`src/rtl/smi_pkg.sv`:
```
package smi_pkg;

	localparam int          ADDR_W          = 8;
	localparam int          DATA_W          = 8;
	localparam int          NUM_SMI_SRC     = 8;
	localparam int          NUM_EDGE_SRC    = 6;

	// Register offsets
	localparam logic [7:0]  OFS_SMI_SOURCE_ENABLE_SIX     = 8'h1B;
	localparam logic [7:0]  OFS_MISC_STS    = 8'h1C;
	localparam logic [7:0]  OFS_SER2_SHADOW = 8'h1D;

	// Reset values
	localparam logic [7:0]  RST_SMI_SOURCE_ENABLE_SIX     = 8'h00;
	localparam logic [5:0]  RST_MISC_STS    = 6'h00;
	localparam logic [7:0]  RST_SER2_SHADOW = 8'h00;
	localparam logic [7:0]  READ_UNMAPPED   = 8'h00;
	localparam logic [1:0]  MISC_RSVD_VAL   = 2'h0;
	localparam logic [1:0]  SHADOW_RSVD_VAL = 2'h0;

	// Shadow field positions
	localparam int          SH_FIFO_EN      = 0;
	localparam int          SH_RX_CLR       = 1;
	localparam int          SH_TX_CLR       = 2;
	localparam int          SH_DMA_MODE     = 3;
	localparam int          SH_RSVD_LO      = 4;
	localparam int          SH_RSVD_HI      = 5;
	localparam int          SH_THR_LSB      = 6;
	localparam int          SH_THR_MSB      = 7;

	typedef struct packed {
		logic [ADDR_W-1:0] addr;
		logic [DATA_W-1:0] wdata;
		logic              wr;
		logic              rd;
	} smi_req_t;

	// Edge inputs in status bit order 5..0
	typedef struct packed {
		logic gpioPort6In1;
		logic gpioPort6In0;
		logic gpioPort4In3;
		logic gpioPort4In1;
		logic gpioPort2In2;
		logic gpioPort2In1;
	} smi_edge_in_t;

	// Mirrored serial port FIFO control write
	typedef struct packed {
		logic       wr;
		logic [1:0] receiveFillThreshold;
		logic       dmaModeSelect;
		logic       transmitFifoClear;
		logic       receiveFifoClear;
		logic       fifoEnable;
	} smi_fcr_t;

endpackage

```
`src/rtl/smi_regs.sv`:
```
// Implementation choice: the plain strobed port.
`timescale 1ns/1ps

module smi_regs (
	input  wire logic                       mclk,
	input  wire logic                       rst,
	input  wire logic                       hostRst,
	input  wire smi_pkg::smi_req_t          req,
	output logic [smi_pkg::DATA_W-1:0]      rdata,
	input  wire logic [smi_pkg::NUM_SMI_SRC-1:0] gpioPort1Event,
	input  wire smi_pkg::smi_edge_in_t      edgeIn,
	input  wire smi_pkg::smi_fcr_t          serial2Fcr,
	output logic [smi_pkg::NUM_SMI_SRC-1:0] smiStatusBus,
	output logic [smi_pkg::NUM_EDGE_SRC-1:0] edgeEventStatus
);
	import smi_pkg::*;

	typedef struct packed {
		logic [DATA_W-1:0]       smiSourceEnableSix;
		logic [NUM_EDGE_SRC-1:0] miscEdgeEventStatus;
		logic [DATA_W-1:0]       serial2FifoControlShadow;
		logic [NUM_EDGE_SRC-1:0] sync1;
		logic [NUM_EDGE_SRC-1:0] sync2;
		logic [NUM_EDGE_SRC-1:0] sync3;
		logic [NUM_SMI_SRC-1:0]  smiBus;
		logic [DATA_W-1:0]       rdata;
	} smi_state_t;

	smi_state_t state;
	smi_state_t next_state;

	function automatic logic hit(input smi_req_t r, input logic [7:0] ofs);
		hit = (r.addr == ofs);
	endfunction

	logic [NUM_EDGE_SRC-1:0] edgeSeen;
	logic [NUM_EDGE_SRC-1:0] clearMask;
	logic [DATA_W-1:0]       fcrImage;

	// Compare stages two and three only; stage one feeds stage two alone
	genvar g;
	generate
		for (g = 0; g < NUM_EDGE_SRC; g++) begin : gEdge
			assign edgeSeen[g] = state.sync2[g] ^ state.sync3[g];
		end
	endgenerate

	always_comb begin
		clearMask = '0;
		if (req.wr && hit(req, OFS_MISC_STS))
			clearMask = req.wdata[NUM_EDGE_SRC-1:0];
	end

	always_comb begin
		fcrImage                 = '0;
		fcrImage[SH_FIFO_EN]     = serial2Fcr.fifoEnable;
		fcrImage[SH_RX_CLR]      = serial2Fcr.receiveFifoClear;
		fcrImage[SH_TX_CLR]      = serial2Fcr.transmitFifoClear;
		fcrImage[SH_DMA_MODE]    = serial2Fcr.dmaModeSelect;
		fcrImage[SH_RSVD_HI:SH_RSVD_LO] = SHADOW_RSVD_VAL;
		fcrImage[SH_THR_MSB:SH_THR_LSB] =
			serial2Fcr.receiveFillThreshold;
	end

	always_comb begin
		next_state       = state;
		next_state.sync1 = edgeIn;
		next_state.sync2 = state.sync1;
		next_state.sync3 = state.sync2;
		// Set beats clear so an edge in the clearing cycle is kept
		next_state.miscEdgeEventStatus =
			(state.miscEdgeEventStatus & ~clearMask) | edgeSeen;
		if (req.wr && hit(req, OFS_SMI_SOURCE_ENABLE_SIX))
			next_state.smiSourceEnableSix = req.wdata;
		// Bit g of enable gates port-one input g
		next_state.smiBus =
			gpioPort1Event & state.smiSourceEnableSix;
		// Own address writes fall through: read only
		if (serial2Fcr.wr)
			next_state.serial2FifoControlShadow = fcrImage;
		next_state.rdata = READ_UNMAPPED;
		if (req.rd) begin
			case (req.addr)
				OFS_SMI_SOURCE_ENABLE_SIX:     next_state.rdata = state.smiSourceEnableSix;
				OFS_MISC_STS:    next_state.rdata =
					{MISC_RSVD_VAL, state.miscEdgeEventStatus};
				OFS_SER2_SHADOW: next_state.rdata =
					state.serial2FifoControlShadow;
				default:         next_state.rdata = READ_UNMAPPED;
			endcase
		end
	end

	always_ff @(posedge mclk) begin
		if (rst) begin
			state.smiSourceEnableSix       <= RST_SMI_SOURCE_ENABLE_SIX;
			state.miscEdgeEventStatus      <= RST_MISC_STS;
			state.serial2FifoControlShadow <= RST_SER2_SHADOW;
			state.sync1                    <= '0;
			state.sync2                    <= '0;
			state.sync3                    <= '0;
			state.smiBus                   <= '0;
			state.rdata                    <= READ_UNMAPPED;
		end else begin
			state <= next_state;
			// Main power and hard reset clear only the shadow
			if (hostRst)
				state.serial2FifoControlShadow <= RST_SER2_SHADOW;
		end
	end

	assign rdata           = state.rdata;
	assign smiStatusBus    = state.smiBus;
	assign edgeEventStatus = state.miscEdgeEventStatus;

endmodule

```
`config.mk`:
```
export PLATFORM = sky130hd
export DESIGN_NAME = smi_regs
export DESIGN_NICKNAME = d
export VERILOG_FILES = /design/src/rtl/smi_pkg.sv /design/src/rtl/smi_regs.sv
export SDC_FILE = /design/constraint.sdc
export NUM_CORES = 1
export LEC_CHECK = 0
export BUFFER_PORTS_ARGS = -buffer_cell sky130_fd_sc_hd__buf_2
export CELL_PAD_IN_SITES_DETAIL_PLACEMENT = 0
export CELL_PAD_IN_SITES_GLOBAL_PLACEMENT = 1
export CORE_ASPECT_RATIO = 1.5
export CORE_MARGIN = 1
export CORE_UTILIZATION = 41
export CTS_BUF_LIST = sky130_fd_sc_hd__clkbuf_16
export DETAILED_ROUTE_END_ITERATION = 12
export PLACE_DENSITY_LB_ADDON = 0.1
export SLEW_MARGIN = 20
export SYNTH_ARGS = -nofsm -noshare
export SYNTH_HDL_FRONTEND = slang
export SYNTH_SLANG_ARGS = --single-unit
```
`constraint.sdc`:
```
create_clock -name mclk -period 1.75 [get_ports mclk]
set_clock_uncertainty 0.05 [all_clocks]
set_input_delay 0.0875 -clock mclk [delete_from_list [all_inputs] [get_ports mclk]]
set_output_delay 0.0875 -clock mclk [all_outputs]
set_load 0.05 [all_outputs]
```
# Word level (Yosys, flattened, before mapping)
# Cells that the tools add are included.
[word_totals] latch_bits=0 ram_bits=0 reg_bits=54 output_inout_bits=22 memories=0 mem_bits_ro=0
[op_classes] n_shift=0 div_mod_pow=0 n_eq_ne=3 reduce_logical=4 muxes=2 n_addsub=0 bitwise_logic=11 magnitude_cmp=0 mul=0
[op_table] op="$eq A8 B5 Y1 const B" count=3
[op_table] op="$pmux W8 S3" count=1
[op_table] op="$and A8 B8 Y8" count=1
[op_table] op="$and A6 B6 Y6" count=1
[op_table] op="$mux W6" count=1
[op_table] op="$not A6 Y6" count=1
[op_table] op="$or A6 B6 Y6" count=1
[op_table] op="$xor A1 B1 Y1" count=6
[op_table] op="$reduce_or A2 Y1" count=2
[op_table] op="$logic_and A1 B1 Y1" count=2
[op_table] op="$not A1 Y1" count=1

# Depth between registers and ports, before layout
# Gate-level depths: netlist of run 1.
[depth] depth_word=6 ltp_mapped=5 ltp_nobuf=3

# Worst setup path after synthesis of run 1
# Ideal clock, no wire load.
[synth_path] path_type="input port to flip-flop" from="in req[15] (netlist bit)" to="reg state, in the netlist edgeEventStatus[1]" arrival_ns=0.943 setup_slack_ns=0.623 stages=4 setup_time_ns=0.134 path_buffers=1 t_required_ns=1.566 path_cell_list="nor4b_4 -> and4_1 -> buf_2 -> a211oi_1"
[synth_between] elab_chain_len=6
[synth_rtl] item="start: declaration" line_no="smi_regs.sv:8" rtl="input wire smi_pkg::smi_req_t req,"
[synth_rtl] item="$eq A8 B5 Y1" line_no="smi_regs.sv:33" rtl="hit = (r.addr == ofs);"
[synth_rtl] item="$logic_and A1 B1 Y1" line_no="smi_regs.sv:50" rtl="if (req.wr && hit(req, OFS_MISC_STS))"
[synth_rtl] item="$mux W6" line_no="smi_regs.sv:50"
[synth_rtl] item="$not A6 Y6" line_no="smi_regs.sv:72" rtl="(state.miscEdgeEventStatus & ~clearMask) | edgeSeen;"
[synth_rtl] item="$and A6 B6 Y6" line_no="smi_regs.sv:72"
[synth_rtl] item="$or A6 B6 Y6" line_no="smi_regs.sv:72"
[synth_rtl] item="end signal: assignment" line_no="smi_regs.sv:105" rtl="state <= next_state;"
[synth_rtl] item="end: declaration" line_no="smi_regs.sv:29" rtl="smi_state_t state;"
# No other way between the ends.
# A chain may end at the register's enable or synchronous reset.

# Worst setup path after layout of run 1
[layout_path] from="reg state, in the netlist edgeEventStatus[4]" to="out edgeEventStatus[4] (netlist bit)"
[layout_rtl] item="end: declaration" line_no="smi_regs.sv:14" rtl="output logic [smi_pkg::NUM_EDGE_SRC-1:0] edgeEventStatus"
# No word-level cell between the ends.

==> metrics.md, run 1 <==
| Metric | Value |
|---|---|
| Post-synthesis cell area | 2188 um2 |
| YS warnings | 0 |
| Pwr Total | 2.461 mW |
| CP delay by family, top | flip-flops |
| Most common cell in the netlist | dfxtp_1 |
| Die area | 5639 um2 |
| Slew HR | 0.7325 |
| Initial Utilization | 0.4270 |
| Synth top area cells | dfxtp_1 49%, nor2b_1 8.0%, buf_4 7.9% |
| Clock Path Buffers | 2 |
| Post-synth top cells | 54 x dfxtp_1, 28 x nor2b_1, 23 x buf_4 |
| Tot GR Track Use | 0.1798 |
| Die H | 91.48 um |
| Diode count | 0 |
| Power density over the cells | 908.0 nW/um2 |
| Post-layout util | 0.5288 |
| Number of antenna violations at the first check in global routing | 0 |
| Dpl hpwl | 3263 um |
| Area growth, synth to finish | 23.84% |
| Outcome | finished clean |
| Postcts setup bufs | 0 |
| CP max FO | 3 |
| CTS tree | yes |
| Ys flop type | dfxtp_1 |
| 1st-pass router iterations | 4 |
| Mapped Cells | 226 |
| Initial DRC Count | 52 |
| Tmin final | 1075 ps |
| WP buf/inv | 1 |
| Crit Path Class | reg -> out |
| Vias in the first global route | 1556 |
| CTS sink cnt | 54 |
| GP Congestion | 0.7920 |
| Port bufs | 63 |
| Hold WC Path Type | in -> reg |
| Critical path's slowest cell | dfxtp_1 |
| Unrepaired setup endpoints after global routing | no |
| Slowest stage delay, CP | 370 ps |
| Worst IR Drop VDD | 0.5625 mV |
| FF-to-FF Start | next_state[19] |
| Worst Setup SP | edgeEventStatus[4] |
| Static leakage | 1.154 nW |
| Final nets | 323 |
| Largest net degree at the start of global routing | 30 |
| Syn_area_per_cell | 9.683 um2 |
| Crit path cell chain | buf_2 |
| Asr flop ratio synth | 0 |
| Chip Width | 61.65 um |
| WHS Endpoint | state[35] |
| Worst-Margin Slew | 401.2 ps |
| Crit end category | output port |
| Placed insts | 323 |
| Hold path depth | 3 |
| Final antenna-violating net count | 0 |
| Overflow after GRT | 0 |
| Cell taking the most area after synthesis | dfxtp_1 |
| Root buf cell | clkbuf_16 |
| Worst-Skew Late Latency | 290 ps |
| Core Area | 5125 um2 |
| Crit path required time | 1610 ps |
| EDFF count, synth | 0 |
| Fin crit share | 0.6140 |
| Final TNS setup | 0 ps |
| Yosys cell types | 26 |
| Post-synthesis register bit count | 54 |
| Final Setup Violations | 0 |
| First-pass GRT wire length | 7438 um |
| Max Cap Violations | 0 |
| Via count | 1663 |
| CP Launch Type | flip-flop |
| Row Count | 32 |
| Post-Syn Nets | 268 |
| Seq/Total Area, Yosys | 0.4940 |
| Average vias per placed instance | 4.751 |
| Final hold viol count | 0 |
| Number of buffers created by CTS | 5 |
| H-tree Lvls | 2 |
| Pins Over Slew Limit | 0 |
| Final wirelength | 4533 um |
| Post-synth top area share | 0.4940 |
| Routed wire per std cell | 12.95 um |
| Reg2reg setup slack | 800 ps |
| Max Freq | 930.6 MHz |
| FF-to-FF path depth | 3 |
| Min-Delay Startpoint | serial2Fcr[1] |
| Share of cells above drive strength 1 | 0.2837 |
| Layout Cells excl Fill | 350 |
| Reg2reg end | edgeEventStatus[3] |
| DRC Markers | 0 |
| Worst Path Arrival | 940 ps |
| Worst-path clk slew | 70 ps |
| Io pins | 64 |
## layout make-up
class | count | area (um2)
multi-input combinational | 135 | 878.3
fill | 511 | 2415
clock buffer | 5 | 125.1
sequential | 54 | 1081
timing repair buffer | 84 | 520.5
inverter | 1 | 3.754
clock inverter | 3 | 16.27
tap | 68 | 85.08
## routing by layer
| layer | GRT usage | vias to the layer above | routed length [um] |
|---|---|---|---|
| li1 | - | 864 | - |
| met2 | 0.3082 | 46 | 2325 |
| met5 | 0 | - | 0 |
| met1 | 0.2066 | 747 | 1911 |
| met3 | 0.04274 | 6 | 211 |
| met4 | 0.06667 | 0 | 85 |
## cell families (layout without fill, tap and decap cells)
| kind of cell | after synthesis | in the layout | share of synthesized area |
|---|---|---|---|
| multiplexers | 10 | 10 | 0.04803 |
| flip-flops | 54 | 54 | 0.4940 |
| XOR/XNOR | 6 | 6 | 0.02401 |
| buffers and inverters | 37 | 93 | 0.1046 |
| AND/OR/NAND/NOR | 88 | 88 | 0.2356 |
| AO/OA/AOI/OAI | 31 | 31 | 0.09376 |
## power breakdown
part	total, mW	switching, mW	internal (mW)	leakage [nW]
sequential	1.28	0.0175	1.26	0.440
combinational	0.248	0.132	0.116	0.646
clock	0.934	0.412	0.523	0.0689
total	2.46	0.561	1.90	1.15
## placed cells by master, fill, tap and decap left out, types with 4 or more instances in the layout
| master | netlist | layout |
|---|---|---|
| buf_2 | 3 | 63 |
| dfxtp_1 | 54 | 54 |
| nor2b_1 | 28 | 28 |
| nor2_1 | 22 | 22 |
| dlygate4sd3_1 | 0 | 19 |
| a21oi_1 | 14 | 14 |
| nand3_1 | 10 | 10 |
| nand4_1 | 9 | 9 |
| nand2_1 | 8 | 8 |
| o31ai_1 | 8 | 8 |
| mux2i_1 | 6 | 6 |
| xor2_1 | 6 | 6 |
| a211oi_1 | 6 | 6 |
| clkbuf_16 | 0 | 5 |
| mux2_2 | 4 | 4 |
## metrics by stage
stage | hold slack (ps) | instance area [um2] | worst slack, ps
6_report | 3.997 | 2710 | 675.5
5_1_grt | 12.56 | 2710 | 633.8
4_1_cts | 4.241 | 2710 | 654.8
3_5_place_dp | 254.6 | 2379 | 461.5
3_3_place_gp | 246.6 | 2379 | 464.9
2_1_floorplan | 158.2 | 2188 | 622.8
## state kept, by name, summed over array words and instances, names as in the netlist
register and cells:
state 20, next_state 12, edgeEventStatus 6, smiStatusBus 8, rdata 8
## worst max-delay path by stage
stage | end | slack [ps] | cells after the start
after detailed placement | edgeEventStatus[5] | 460 | 4
after floorplan | edgeEventStatus[1] | 620 | 4
after CTS | edgeEventStatus[3] | 650 | 1
after global routing | edgeEventStatus[4] | 630 | 1
after global placement | edgeEventStatus[5] | 460 | 4
final | edgeEventStatus[4] | 680 | 1
## timing repair
action                                  in CTS  in global routing
hold buffers                                19                  0
gates resized for setup                      0                  0
endpoints found under the setup margin       0                  0
hold endpoints to repair                    19                  0
No activity file was read; power rests on OpenSTA's default activity.
==> inputs of run 2 (changes only) <==
CORE_UTILIZATION = 34   (was 41)
clock period = 0.9 ns   (was 1.75 ns; I/O delays follow)
==> run 2 against run 1 <==
The flow now finishes with violations (negative setup slack). Critical path depth is 1 higher. Cell count grew 11%. Clock power grew 110%. Via count is 8.2% higher. Sequential power up 95%. Sequential cell count stayed put. Wire length is 16% higher. Count of clock-buffer cells in the layout unchanged. Largest cell class unchanged.
==> metrics.md, run 2 (same netlist as run 1, synthesis figures left out) <==
| Metric | Value |
|---|---|
| Unrepaired setup endpoints after global routing | yes |
| CTS sink cnt | 54 (unchanged) |
| Initial DRC Count | 46 (-12%) |
| Average vias per placed instance | 4.649 (-2.2%) |
| Slew HR | 0.7675 (+0.03502) |
| Initial Utilization | 0.3544 (-0.07259) |
| Area growth, synth to finish | 52.54% |
| Internal | 3.880 mW (+100%) |
| Final wirelength | 5262 um (+16%) |
| Final hold viol count | 0 (unchanged) |
| Setup WS pre-CTS | -296.7 ps (-758.2 ps) |
| Core Area | 6175 um2 (+20%) |
| Crit end category | output port |
| Routed wire per std cell | 13.60 um (+5.0%) |
| Pins Over Slew Limit | 0 (unchanged) |
| Dpl hpwl | 3618 um (+11%) |
| DRC Markers | 0 (unchanged) |
| Failing checks | negative setup slack |
| Fin crit share | 1.079 |
| Vias in the first global route | 1794 (+15%) |
| Clk pwr share | 0.376 (-0.004) |
| Port bufs | 63 (unchanged) |
| CP Launch Type | flip-flop |
| First-pass GRT wire length | 8459 um (+14%) |
| Largest register FFs | 20 (unchanged) |
| Diode count | 0 (unchanged) |
| Io pins | 64 (unchanged) |
| Tmin final | 970.9 ps |
| Power density over the cells | 1532 nW/um2 (+69%) |
| Hold path depth | 3 (unchanged) |
| Worst IR Drop VDD | 0.8868 mV (+58%) |
| Chip Width | 67.51 um (+9.5%) |
| Sw frac | 0.2413 (+0.01324) |
| Worst-Margin Slew | 348.0 ps (-53.24 ps) |
| CTS tree | yes |
| Slowest stage delay, CP | 330 ps (-40 ps) |
| Static leakage | 1.362 nW (+18%) |
| FF-to-FF path depth | 3 (unchanged) |
| Crit path cell chain | buf_6, buf_8 |
| Die H | 100.3 um (+9.6%) |
| Number of buffers created by CTS | 5 (unchanged) |
| Tot GR Track Use | 0.1689 (-0.01083) |
| Clock Path Buffers | 2 (unchanged) |
| Final Cell Area | 3338 um2 (+23%) |
| Most frequent cells in the layout | 40 x buf_2, 29 x dfxtp_2, 27 x nor2b_1, 26 x dlygate4sd3_1, 25 x dfxtp_1 |
| Largest Register | state |
| FF-to-FF Start | edgeEventStatus[3] |
| Final Worst Setup Slack | -70.89 ps (-746.3 ps) |
| CP max FO | 2 (-1) |
| Reg2reg end | rdata[3] |
| Final Setup Violations | 9 (+9) |
| Final nets | 354 (+9.6%) |
| Number of antenna violations at the first check in global routing | 0 (unchanged) |
| WHS Endpoint | state[49] |
| Die area | 6768 um2 (+20%) |
| H-tree Lvls | 2 (unchanged) |
| Critical path's slowest cell | dfxtp_2 |
| Worst Path Arrival | 880 ps (-60 ps) |
| Root buf cell | clkbuf_16 |
| Hold WC Path Type | in -> reg |
| Outcome | complete, but fails checks |
| Largest net degree at the start of global routing | 41 (+37%) |
| Worst-path clk slew | 70 ps (about the same) |
| 1st-pass router iterations | 4 (unchanged) |
| GP Congestion | 0.7623 (-3.8%) |
| Min-Delay Startpoint | req[3] |
| Reg2reg setup slack | -20 ps (-820 ps) |
| Crit Path Class | reg -> out |
| Max Cap Violations | 0 (unchanged) |
| Crit path required time | 810 ps (-800 ps) |
| Via count | 1799 (+8.2%) |
| Comb pwr share | 0.136 (+0.035) |
| NetSw | 1.234 mW (+120%) |
| Final antenna-violating net count | 0 (unchanged) |
| Share of cells above drive strength 1 | 0.4920 (+0.2083) |
| Overflow after GRT | 0 (unchanged) |
| Max Freq | 1030 MHz |
| Flop pwr share | 0.488 (-0.031) |
| Row Count | 35 (+9.4%) |
| Post-DP Area | 2566 um2 (+7.9%) |
| Commonest non-fill, non-tap cell in the layout | buf_2 |
| Worst-Skew Late Latency | 290 ps (about the same) |
-- run 2: critical path, delay by kind of cell, from the launching register on --
family   cells  cell delay, ps
buf+inv      2             260
flops        1             330
-- run 2: timing repair --
| action | 4_1_cts | 5_1_grt |
|---|---|---|
| gates resized for setup | 67 | 40 |
| hold buffers | 26 | 0 |
| endpoints found under the hold margin | 26 | 0 |
| endpoints found under the setup margin | 32 | 31 |
| buffers inserted | 2 | 2 |
| pin swaps | 12 | 11 |
| gates cloned | 0 | 0 |
-- run 2: layout make-up --
class | instances | area [um2]
Fill cell | 562 | 2836
Multi-Input combinational cell | 135 | 998.5
Inverter | 1 | 3.754
Tap cell | 74 | 92.59
Clock inverter | 3 | 23.77
Timing Repair Buffer | 115 | 977.2
Clock buffer | 5 | 125.1
Sequential cell | 54 | 1117
-- run 2: worst max path at each step --
stage,slack (ps),end,from
4_1_cts,-80,edgeEventStatus[0],edgeEventStatus[0]
5_1_grt,-100,edgeEventStatus[3],edgeEventStatus[3]
2_1_floorplan,-170,edgeEventStatus[2],req[16]
3_5_place_dp,-300,rdata[4],req[16]
3_3_place_gp,-260,rdata[4],req[16]
6_report,-70,edgeEventStatus[0],edgeEventStatus[0]
-- run 2: per-stage QoR --
step / util / TNS (ps) / hold WS [ps] / cells / total power, mW
finish: 0.5406 / -303.1 / 9.500 / 387 / 5.113
CTS: 0.5137 / -396.4 / 0.4484 / 385 / 5.167
floorplan: - / -1491 / 115.7 / 226 / 2.830
global placement: 0.4156 / -4561 / 202.8 / 349 / 3.044
detailed placement: 0.4156 / -4774 / 208.6 / 349 / 3.047
global route: 0.5406 / -756.6 / 9.919 / 387 / 5.317
-- run 2: power by group through the flow --
stage	registers, mW	logic (mW)	clock network, mW
after floorplan	2.53	0.303	0
after global placement	2.53	0.509	0
after detailed placement	2.54	0.511	0
after CTS	2.49	0.673	2.00
after global routing	2.50	0.747	2.07
final	2.50	0.695	1.92
-- run 2: layer usage --
layer / vias to the layer above / track usage / share of wire
li1: 917 / - / -
met1: 841 / 0.1822 / 0.39
met2: 37 / 0.3077 / 0.56
met3: 4 / 0.03409 / 0.036
met4: 0 / 0.06710 / 0.014
met5: - / 0 / 0
